## src/core/sas_pkg.sv

```systemverilog
package sas_pkg;

  // Register byte addresses
  localparam logic [7:0] ADDR_CTRL = 8'hEF;
  localparam logic [7:0] ADDR_RES_HI = 8'hF0;
  localparam logic [7:0] ADDR_RES_LO = 8'hF1;

  // Control register field positions
  localparam int CTRL_START_BIT = 0;
  localparam int CTRL_CLK_LSB = 1;
  localparam int CTRL_DONE_BIT = 3;
  localparam int CTRL_CHAN_LSB = 4;

  localparam logic [7:0] CTRL_RESET = 8'h00;

  // Mid-scale start value, printed as a 12-bit figure; bits 11:2 form the 10-bit register
  localparam logic [11:0] SAR_INIT_RAW = 12'h800;
  localparam logic [9:0] SAR_INIT = SAR_INIT_RAW[11:2];
  localparam int RES_BITS = 10;

  // Conversion timing in conversion-clock ticks
  localparam int SETUP_TICKS = 10;
  localparam int TICKS_PER_BIT = 4;
  localparam int CONV_TICKS = SETUP_TICKS + TICKS_PER_BIT * RES_BITS;

  // Divider ratios per clock select code
  localparam logic [4:0] DIV_SEL0 = 5'h10;
  localparam logic [4:0] DIV_SEL1 = 5'h08;
  localparam logic [4:0] DIV_SEL2 = 5'h04;
  localparam logic [4:0] DIV_SEL3 = 5'h02;

  function automatic logic [4:0] div_ratio(input logic [1:0] sel);
    case (sel)
      2'h0: div_ratio = DIV_SEL0;
      2'h1: div_ratio = DIV_SEL1;
      2'h2: div_ratio = DIV_SEL2;
      default: div_ratio = DIV_SEL3;
    endcase
  endfunction

endpackage

```

## src/core/sas_div_if.sv

```systemverilog
interface sas_div_if;
  logic [1:0] sel;
  logic run;
  logic tick;
  modport master (output sel, output run, input tick);
  modport divider (input sel, input run, output tick);
endinterface

```

## src/core/sas_top.sv

```systemverilog
module sas_top (
  input wire logic sys_clk_i,       // 100 MHz system clock
  input wire logic rst_i,           // Synchronous reset, active high
  input wire logic [7:0] addr_i,    // Register byte address
  input wire logic wr_i,            // Write strobe, one cycle
  input wire logic [7:0] wdata_i,   // Write data
  input wire logic comp_i,          // Comparator: input above trial level
  output logic [7:0] rdata_o,       // Read data, one cycle after address
  output logic [1:0] chan_sel_o,    // Analog input mux select
  output logic [9:0] dac_code_o,    // Trial code to the resistor ladder
  output logic busy_o               // Conversion in progress
);
  sas_div_if div_bus ();

  logic comp_meta_ff;
  logic comp_sync_ff;
  logic [7:0] ctrl_ff;
  logic [7:0] nxt_ctrl;
  logic busy_ff;
  logic nxt_busy;
  logic [1:0] chan_ff;
  logic [1:0] nxt_chan;
  logic [1:0] clk_sel_ff;
  logic [1:0] nxt_clk_sel;
  logic [9:0] sar_ff;
  logic [9:0] nxt_sar;
  logic [9:0] result_ff;
  logic [9:0] nxt_result;
  logic [5:0] tick_cnt_ff;
  logic [5:0] nxt_tick_cnt;
  logic [7:0] rdata_ff;
  logic [7:0] nxt_rdata;
  logic start_req;

  assign div_bus.sel = clk_sel_ff;
  assign div_bus.run = busy_ff;

  sas_clk_div u_div (
    .sys_clk_i(sys_clk_i),
    .rst_i(rst_i),
    .dv(div_bus)
  );

  // Comparator comes from the analog side, so it is synchronised first
  always_ff @(posedge sys_clk_i) begin
    if (rst_i) begin
      comp_meta_ff <= 1'b0;
      comp_sync_ff <= 1'b0;
    end else begin
      comp_meta_ff <= comp_i;
      comp_sync_ff <= comp_meta_ff;
    end
  end

  // A start while busy is ignored so only one conversion ever runs
  assign start_req = wr_i && (addr_i == sas_pkg::ADDR_CTRL) &&
                     wdata_i[sas_pkg::CTRL_START_BIT] && !busy_ff;

  always_comb begin
    logic [5:0] step;
    logic [3:0] bit_idx;
    step = 6'h00;
    bit_idx = 4'h0;
    nxt_ctrl = ctrl_ff;
    nxt_busy = busy_ff;
    nxt_chan = chan_ff;
    nxt_clk_sel = clk_sel_ff;
    nxt_sar = sar_ff;
    nxt_result = result_ff;
    nxt_tick_cnt = tick_cnt_ff;
    if (wr_i && addr_i == sas_pkg::ADDR_CTRL) begin
      // Channel and clock fields writable at any time; done is hardware owned
      nxt_ctrl[sas_pkg::CTRL_CHAN_LSB +: 2] = wdata_i[sas_pkg::CTRL_CHAN_LSB +: 2];
      nxt_ctrl[sas_pkg::CTRL_CLK_LSB +: 2] = wdata_i[sas_pkg::CTRL_CLK_LSB +: 2];
    end
    if (start_req) begin
      nxt_ctrl[sas_pkg::CTRL_START_BIT] = 1'b1;
      nxt_ctrl[sas_pkg::CTRL_DONE_BIT] = 1'b0;
      nxt_busy = 1'b1;
      nxt_chan = wdata_i[sas_pkg::CTRL_CHAN_LSB +: 2];
      nxt_clk_sel = wdata_i[sas_pkg::CTRL_CLK_LSB +: 2];
      nxt_sar = sas_pkg::SAR_INIT;
      nxt_tick_cnt = 6'h00;
    end else if (busy_ff && div_bus.tick) begin
      nxt_tick_cnt = tick_cnt_ff + 6'h01;
      if (tick_cnt_ff >= 6'(sas_pkg::SETUP_TICKS)) begin
        step = tick_cnt_ff - 6'(sas_pkg::SETUP_TICKS);
        bit_idx = 4'(sas_pkg::RES_BITS - 1) - 4'(step[5:2]);
        // Decide on the last of the four ticks given to each bit
        if (step[1:0] == 2'(sas_pkg::TICKS_PER_BIT - 1)) begin
          nxt_sar[bit_idx] = comp_sync_ff;
          if (bit_idx != 4'h0) begin
            nxt_sar[bit_idx - 4'h1] = 1'b1;
          end
        end
      end
      if (tick_cnt_ff == 6'(sas_pkg::CONV_TICKS - 1)) begin
        nxt_result = nxt_sar;
        nxt_ctrl[sas_pkg::CTRL_DONE_BIT] = 1'b1;
        nxt_ctrl[sas_pkg::CTRL_START_BIT] = 1'b0;
        nxt_busy = 1'b0;
      end
    end
    nxt_ctrl[7:6] = 2'h0;
  end

  always_comb begin
    case (addr_i)
      sas_pkg::ADDR_CTRL: nxt_rdata = ctrl_ff;
      sas_pkg::ADDR_RES_HI: nxt_rdata = result_ff[9:2];
      sas_pkg::ADDR_RES_LO: nxt_rdata = {6'h00, result_ff[1:0]};
      default: nxt_rdata = 8'h00;
    endcase
  end

  always_ff @(posedge sys_clk_i) begin
    if (rst_i) begin
      ctrl_ff <= sas_pkg::CTRL_RESET;
      busy_ff <= 1'b0;
      chan_ff <= 2'h0;
      clk_sel_ff <= 2'h0;
      sar_ff <= 10'h000;
      result_ff <= 10'h000;
      tick_cnt_ff <= 6'h00;
      rdata_ff <= 8'h00;
    end else begin
      ctrl_ff <= nxt_ctrl;
      busy_ff <= nxt_busy;
      chan_ff <= nxt_chan;
      clk_sel_ff <= nxt_clk_sel;
      sar_ff <= nxt_sar;
      result_ff <= nxt_result;
      tick_cnt_ff <= nxt_tick_cnt;
      rdata_ff <= nxt_rdata;
    end
  end

  assign rdata_o = rdata_ff;
  assign chan_sel_o = chan_ff;
  assign dac_code_o = sar_ff;
  assign busy_o = busy_ff;

  // Helper: system cycles spent busy in the current conversion
  logic [10:0] busy_cyc_ff;
  always_ff @(posedge sys_clk_i) begin
    if (rst_i || !busy_ff) begin
      busy_cyc_ff <= 11'h000;
    end else begin
      busy_cyc_ff <= busy_cyc_ff + 11'h001;
    end
  end

  // Last tick of a conversion; result and done are written on this edge
  logic finish_now;
  assign finish_now = busy_ff && div_bus.tick && tick_cnt_ff == 6'(sas_pkg::CONV_TICKS - 1);
endmodule // sas_top

```

## src/core/sas_clk_div.sv

```systemverilog
module sas_clk_div (
  input wire logic sys_clk_i, // System clock
  input wire logic rst_i,     // Synchronous reset
  sas_div_if.divider dv       // Select, run and tick
);
  logic [4:0] cnt_ff;
  logic [4:0] nxt_cnt;
  logic tick_ff;
  logic nxt_tick;

  // Counter held at zero while stopped so every conversion starts on a fresh phase
  always_comb begin
    nxt_cnt = 5'h00;
    nxt_tick = 1'b0;
    if (dv.run) begin
      if (cnt_ff == sas_pkg::div_ratio(dv.sel) - 5'h01) begin
        nxt_tick = 1'b1;
      end else begin
        nxt_cnt = cnt_ff + 5'h01;
      end
    end
  end

  always_ff @(posedge sys_clk_i) begin
    if (rst_i) begin
      cnt_ff <= 5'h00;
      tick_ff <= 1'b0;
    end else begin
      cnt_ff <= nxt_cnt;
      tick_ff <= nxt_tick;
    end
  end

  assign dv.tick = tick_ff;
endmodule // sas_clk_div

```

## config.mk

```make
export PLATFORM = sky130hd
export DESIGN_NAME = sas_top
export DESIGN_NICKNAME = d
export VERILOG_FILES = /design/src/core/sas_pkg.sv /design/src/core/sas_div_if.sv /design/src/core/sas_top.sv /design/src/core/sas_clk_div.sv
export SDC_FILE = /design/constraint.sdc
export NUM_CORES = 1
export LEC_CHECK = 0
export ABC_CLOCK_PERIOD_IN_PS = 3500
export BUFFER_PORTS_ARGS = -buffer_cell sky130_fd_sc_hd__buf_2
export CELL_PAD_IN_SITES_DETAIL_PLACEMENT = 1
export CELL_PAD_IN_SITES_GLOBAL_PLACEMENT = 1
export CORE_ASPECT_RATIO = 0.8
export CORE_UTILIZATION = 31
export DETAILED_ROUTE_END_ITERATION = 7
export GPL_ROUTABILITY_DRIVEN = 1
export PLACE_DENSITY = 0.71
export SLEW_MARGIN = 20
export SYNTH_ARGS = -nofsm -noshare
export SYNTH_HDL_FRONTEND = slang
export SYNTH_SLANG_ARGS = --single-unit
```

## constraint.sdc

```tcl
create_clock -name sys_clk_i -period 3.5 [get_ports sys_clk_i]
set_input_delay 0 -clock sys_clk_i [delete_from_list [all_inputs] [get_ports sys_clk_i]]
set_output_delay 0 -clock sys_clk_i [all_outputs]
set_load 0.05 [all_outputs]
```

Word level (Yosys, flattened, before mapping)
Index checks and enable logic that the tools add are counted.
{"block": "totals", "out_inout_bits": 21, "register_bits": 54, "wordCells": 71}
{"block": "classes", "n_addsub": 6, "n_mux": 17, "n_eq_ne": 8, "reduce_logical": 17, "n_bitwise": 3, "magnitude_cmp": 5}
{"cell": "$mux 10", "count": 5}
{"cell": "$eq 8x8->1 const B", "count": 3}
{"cell": "$pmux 8 s3", "count": 1}
{"cell": "$pmux 5 s3", "count": 1}
{"cell": "$bwmux 10", "count": 1}
{"cell": "$lt 4x5->1 const B", "count": 2}
{"cell": "$or 10x10->10", "count": 1}
{"cell": "$demux 1 s4", "count": 2}
{"cell": "$ge 4x1->1 const B", "count": 2}
{"cell": "$add 6x1->6 const B", "count": 1}
{"cell": "$eq 6x6->1 const B", "count": 1}
{"cell": "$ge 6x4->1 const B", "count": 1}
{"cell": "$logic_and 1x1->1", "count": 6}
{"cell": "$mux 1", "count": 6}
{"cell": "$sub 6x4->6 const B", "count": 1}
{"cell": "$add 5x1->5 const B", "count": 1}
{"cell": "$eq 5x5->1", "count": 1}
{"cell": "$mux 5", "count": 1}
{"cell": "$sub 5x1->5 const B", "count": 1}
{"cell": "$eq 2x2->1 const B", "count": 2}
{"cell": "$reduce_and 2->1", "count": 2}
{"cell": "$reduce_bool 2->1", "count": 2}
{"cell": "$reduce_bool 4->1", "count": 1}
{"cell": "$reduce_or 2->1", "count": 2}
{"cell": "other kinds (8)", "count": 9}

Depth between registers and ports, before layout
{"block": "depth", "depth_word": 13, "depth_mapped": 12, "ltp_nobuf": 11}

By module
A second synthesis with hierarchy kept.
{"block": "unflattened", "cells_unflattened": 312, "area_unflattened_um2": 2716.4}
{"mod": "sas_top", "area_each_um2": 2426.1, "seq_area_each_um2": 920.9, "n_inst": 1, "cells_each": 282}
{"mod": "sas_clk_div", "area_each_um2": 290.3, "seq_area_each_um2": 120.1, "n_inst": 1, "cells_each": 30}

Least setup slack after synthesis
OpenSTA, ideal clock, no wires.
{"block": "synth_timing", "path_kind": "register -> register", "startpoint": "reg tick_cnt_ff[2]", "endpoint": "reg sar_ff[8] (netlist: dac_code_o[8])", "arrival_ns": 2.652, "required_time_ns": 3.405, "setup_slack_ns": 0.752, "stages_incl_launch_ff": 13, "setup_time_ns": 0.095, "path_cell_list": "dfxtp_1 > inv_1 > ha_1 > xnor2_4 > inv_1 > buf_4 > ha_1 > clkbuf_1 > nor2_1 > nand3_1 > nor2_2 > o21ai_1 > a221oi_1"}
{"block": "synth_between", "elab_chain_len": 11}
{"item": "start: declaration", "line_no": "sas_top.sv:29", "rtl": "logic [5:0] tick_cnt_ff;"}
{"item": "start signal: assignment", "line_no": "sas_top.sv:133", "rtl": "tick_cnt_ff <= nxt_tick_cnt;"}
{"item": "$sub 6x4->6", "line_no": "sas_top.sv:87", "rtl": "step = tick_cnt_ff - 6'(sas_pkg::SETUP_TICKS);"}
{"item": "$sub 4x4->4", "line_no": "sas_top.sv:88", "rtl": "bit_idx = 4'(sas_pkg::RES_BITS - 1) - 4'(step[5:2]);"}
{"item": "$sub 4x1->4 (tied with other cells)", "line_no": "sas_top.sv:93", "rtl": "nxt_sar[bit_idx - 4'h1] = 1'b1;"}
{"item": "$lt 4x5->1 (implied by the code) (tied with other cells)", "line_no": "sas_top.sv:93"}
{"item": "$logic_and 1x1->1 (implied by the code) or $mux 1 (tied branches)", "line_no": "sas_top.sv:93, sas_top.sv:91"}
{"item": "$mux 1 (implied by the code) or $demux 1 s4 (tied branches)", "line_no": "sas_top.sv:93, sas_top.sv:91"}
{"item": "$demux 1 s4 or $bwmux 10 (tied branches)", "line_no": "sas_top.sv:93, sas_top.sv:91"}
{"item": "$or 10x10->10 (no source line)"}
{"item": "$mux 10", "line_no": "sas_top.sv:92", "rtl": "if (bit_idx != 4'h0) begin"}
{"item": "$mux 10", "line_no": "sas_top.sv:90", "rtl": "if (step[1:0] == 2'(sas_pkg::TICKS_PER_BIT - 1)) begin"}
{"item": "$mux 10 *", "line_no": "sas_top.sv:86", "rtl": "if (tick_cnt_ff >= 6'(sas_pkg::SETUP_TICKS)) begin"}
{"item": "end signal: assignment", "line_no": "sas_top.sv:131", "rtl": "sar_ff <= nxt_sar;"}
{"item": "end: declaration", "line_no": "sas_top.sv:25", "rtl": "logic [9:0] sar_ff;"}
Every way passes the cells marked *; elsewhere a longest branch is shown, timed or not.
A chain may end at the register's enable or synchronous reset.

Worst setup path after layout
Same ends and word-level chain as after synthesis.

==> reports/qor.yml <==
run_status:
  status: "finished with violations"
  violations: "design-rule violations"
clocking:
  cts_buffer_depth: 2
  cts_buffers: 5
  postCtsSetupRepairBufs: 0
  cts.sinks: 52
  clkLatencyLatePin_ps: 300
  cts_root_buf: "clkbuf_8"
  cts_tree: "yes"
  path_clk_slew_ps: 100
  cts_max_level: 2
synth:
  yosysTopAreaCell: "dfxtp_1"
  synth_fp_nets: 328
  yosysSeqAreaShare: 0.382
  synth_top_area_frac: 0.382
  synth_area_mm2: 0.00272
  synth_edf_count: 0
  syn_avg_cell_area_um2: 9.08
  syn-instance-count: 300
  synthArstFlopShare: 0
  synth_ff_type: "dfxtp_1"
  synth.area.top_cells: "dfxtp_1 38%, nor2_1 5.7%, ha_1 3.7%"
  ys_types: 69
  synth_most_common_cell: "dfxtp_1"
  synth_warnings: 0
  synth-seq-cells: 52
  synth_common_cells: "52 x dfxtp_1, 41 x nor2_1, 17 x nand3_1"
place:
  pre_cts_ws_ps: 500
  placed_cells: 438
  io_buffers: 37
  place_hpwl_mm: 5.21
  place_area_mm2: 0.00298
  place.gp.congestion: 0.836
die:
  die_y_um: 85.8
  io_pins: 41
  core_area_mm2: 0.00848
  num_rows: 30
  initial_core_util: 0.321
  die_w_um: 107
  dieArea_mm2: 0.00916
hold_path:
  hp-start: "wr_i"
  hold_depth: 3
  hold_end: "ctrl_ff[2]"
  hp-class: "in -> reg"
timing:
  clock_skew_ps: 6.89
  slew_violations: 0
  fin_ws_ps: 433
  fin_crit_ps: 3070
  period_share: 0.876
  hold_viol: 0
  worst_pin_slew_ps: 734
  final-setup-viol-count: 0
  fin_setup_tns_ps: 0
  fmax_ghz: 0.326
  rsz0062_at_grt: "no"
  maxSlewHeadroom: 0.509
power:
  pwr-share-clk: 0.435
  power_frac_seq: 0.535
  p_sw_uw: 222
  p_int_uw: 889
  pwr-share-comb: 0.030
  peakVddDrop_mv: 0.182
  leakage_nw: 1.17
  cellPowerDensity_mw_per_mm2: 352
  p_sw_frac: 0.200
drt:
  wl_per_cell_um: 15.8
  drc_errors: 1
  routed_wl_mm: 7.10
  drt_iter0_markers: 123
  viasPerCell: 5.22
  ant_nets: 0
  drt_pre_antenna_iters: 6
  vias: 2350
cells_and_area:
  syn2layout_area_growth_pct: 15.9
  fin_area_mm2: 0.00316
  fin_cells: 450
  nets: 366
  fillerInstances: 1044
  drive_gt1_frac: 0.201
  n_antenna_cell: 0
setup_path:
  cp_top_family: "adder cells"
  cp_max_fo: 13
  ff2ff_setup_slack_ps: 430
  crit_path_start_kind: "flip-flop"
  worstPathCellList: "inv_1 -> ha_1 -> xnor2_4 -> inv_1 -> ha_1 -> nor2_1 -> nand3_1 -> nor2_2 -> o21ai_1 -> a221oi_1"
  endpoint_kind: "flip-flop"
  r2r_cells: 10
  cp_slowest_cell: "dfxtp_1"
  critPathBufInv: 2
  critical_path_class: "reg -> reg"
  worstReg2RegStart: "tick_cnt_ff[2]"
  arrival_ps: 3280
  crit_required_ps: 3710
  worstReg2RegEnd: "dac_code_o[8]"
  worstSetupPathDepth: 10
  slowest_delay_ps: 510
grt:
  grt_max_degree: 32
  grt.total_usage: 0.159
  grt_antenna_before_repair: 0
  grt_pass1_vias: 2257
  grt_pass1_wl_mm: 11.6
  grt-ovfl-total: 0
flow_run:
  maxCapViolations: 0
[what timing repair did]
item                                    CTS  global route
hold buffers                              5             0
hold endpoints to repair                  9             0
endpoints found under the setup margin    0             0
gates resized for setup                   0             0
[registers in the layout, indices dropped and copies added (netlist names)]
signal         cells
comp_meta_ff       1
comp_sync_ff       1
ctrl_ff            6
clk_sel_ff         2
chan_sel_o         2
u_div.cnt_ff       5
result_ff         10
rdata_o            8
u_div.dv.tick      1
tick_cnt_ff        6
dac_code_o        10
[power groups by stage]
stage	combinational, mW	clock [mW]	sequential, mW
2_1_floorplan	0.0136	0	0.607
3_3_place_gp	0.0290	0	0.607
3_5_place_dp	0.0297	0	0.607
4_1_cts	0.0342	0.497	0.594
5_1_grt	0.0365	0.525	0.594
6_report	0.0338	0.483	0.594
[worst max path at each step]
stage                         startpoint             to  slack (ps)
after CTS                 tick_cnt_ff[2]  dac_code_o[8]         460
final                     tick_cnt_ff[2]  dac_code_o[8]         430
after global routing      tick_cnt_ff[2]  dac_code_o[8]         130
after floorplan           tick_cnt_ff[2]  dac_code_o[8]         750
after global placement    tick_cnt_ff[2]  dac_code_o[9]         530
after detailed placement  tick_cnt_ff[2]  dac_code_o[8]         500
[tightest hold or removal path, stage by stage]
cell	delay, ps
buf_2	150
nand3_1	90
a21oi_1	60
[placed cells by master, fill, tap and decap left out, types with 2 or more instances in the layout]
| cell | count |
|---|---|
| dfxtp_1 | 52 |
| nor2_1 | 41 |
| buf_2 | 37 |
| nand3_1 | 17 |
| nand2_1 | 14 |
| a21oi_1 | 14 |
| inv_1 | 11 |
| o21ai_0 | 10 |
| nor3_1 | 9 |
| a211oi_1 | 8 |
| ha_1 | 8 |
| nand2b_1 | 7 |
| mux2i_1 | 7 |
| xnor2_1 | 6 |
| a22oi_1 | 6 |
| clkbuf_8 | 5 |
| dlygate4sd3_1 | 5 |
| nand4_1 | 4 |
| a31oi_1 | 4 |
| xor2_1 | 4 |
| o21a_1 | 3 |
| nor2b_1 | 3 |
| o21bai_1 | 3 |
| and3b_1 | 3 |
| nand3b_1 | 3 |
| buf_4 | 3 |
| or4_4 | 2 |
| and2_1 | 2 |
| or3_1 | 2 |
| a41o_1 | 2 |
| and3_1 | 2 |
| o22ai_1 | 2 |
| mux2_2 | 2 |
| bufinv_16 | 2 |
[stage by stage]
step                      power [mW]  utilization  hold slack (ps)
after detailed placement       0.637        0.351              226
after global placement         0.636        0.351              210
after global routing            1.16        0.372             47.1
after CTS                       1.12        0.372             12.2
final                           1.11        0.372             32.6
after floorplan                0.621            -              128
[layer usage]
metal	global-route usage	up-vias	part of all wire	wire length, um
met5	0	-	0	0
met1	0.233	1143	0.51	3620
met2	0.249	43	0.44	3100
met4	0.0286	0	0.0041	29
li1	-	1162	-	-
met3	0.0258	2	0.048	343
[final cells by class]
cell class	count	area (um2)	share of cell area
Clock buffer	5	68.8	0.0218
Clock inverter	2	60.1	0.0190
Inverter	11	41.3	0.0131
Multi-Input combinational cell	223	1550	0.490
Sequential cell	52	1040	0.330
Tap cell	112	140	0.0444
Timing Repair Buffer	45	258	0.0816
[cell families (layout without fill, tap and decap cells)]
logic type | after synthesis | after routing | synth area share
AOI/OAI and AO/OA | 69 | 69 | 0.181
buffers and inverters | 25 | 63 | 0.0492
and+or+nand+nor | 124 | 124 | 0.257
adders and majority gates | 8 | 8 | 0.0368
muxes | 9 | 9 | 0.0340
xor gates and xnor gates | 13 | 13 | 0.0597
DFF | 52 | 52 | 0.382
Note: power is estimated with default switching activity, not from simulation.
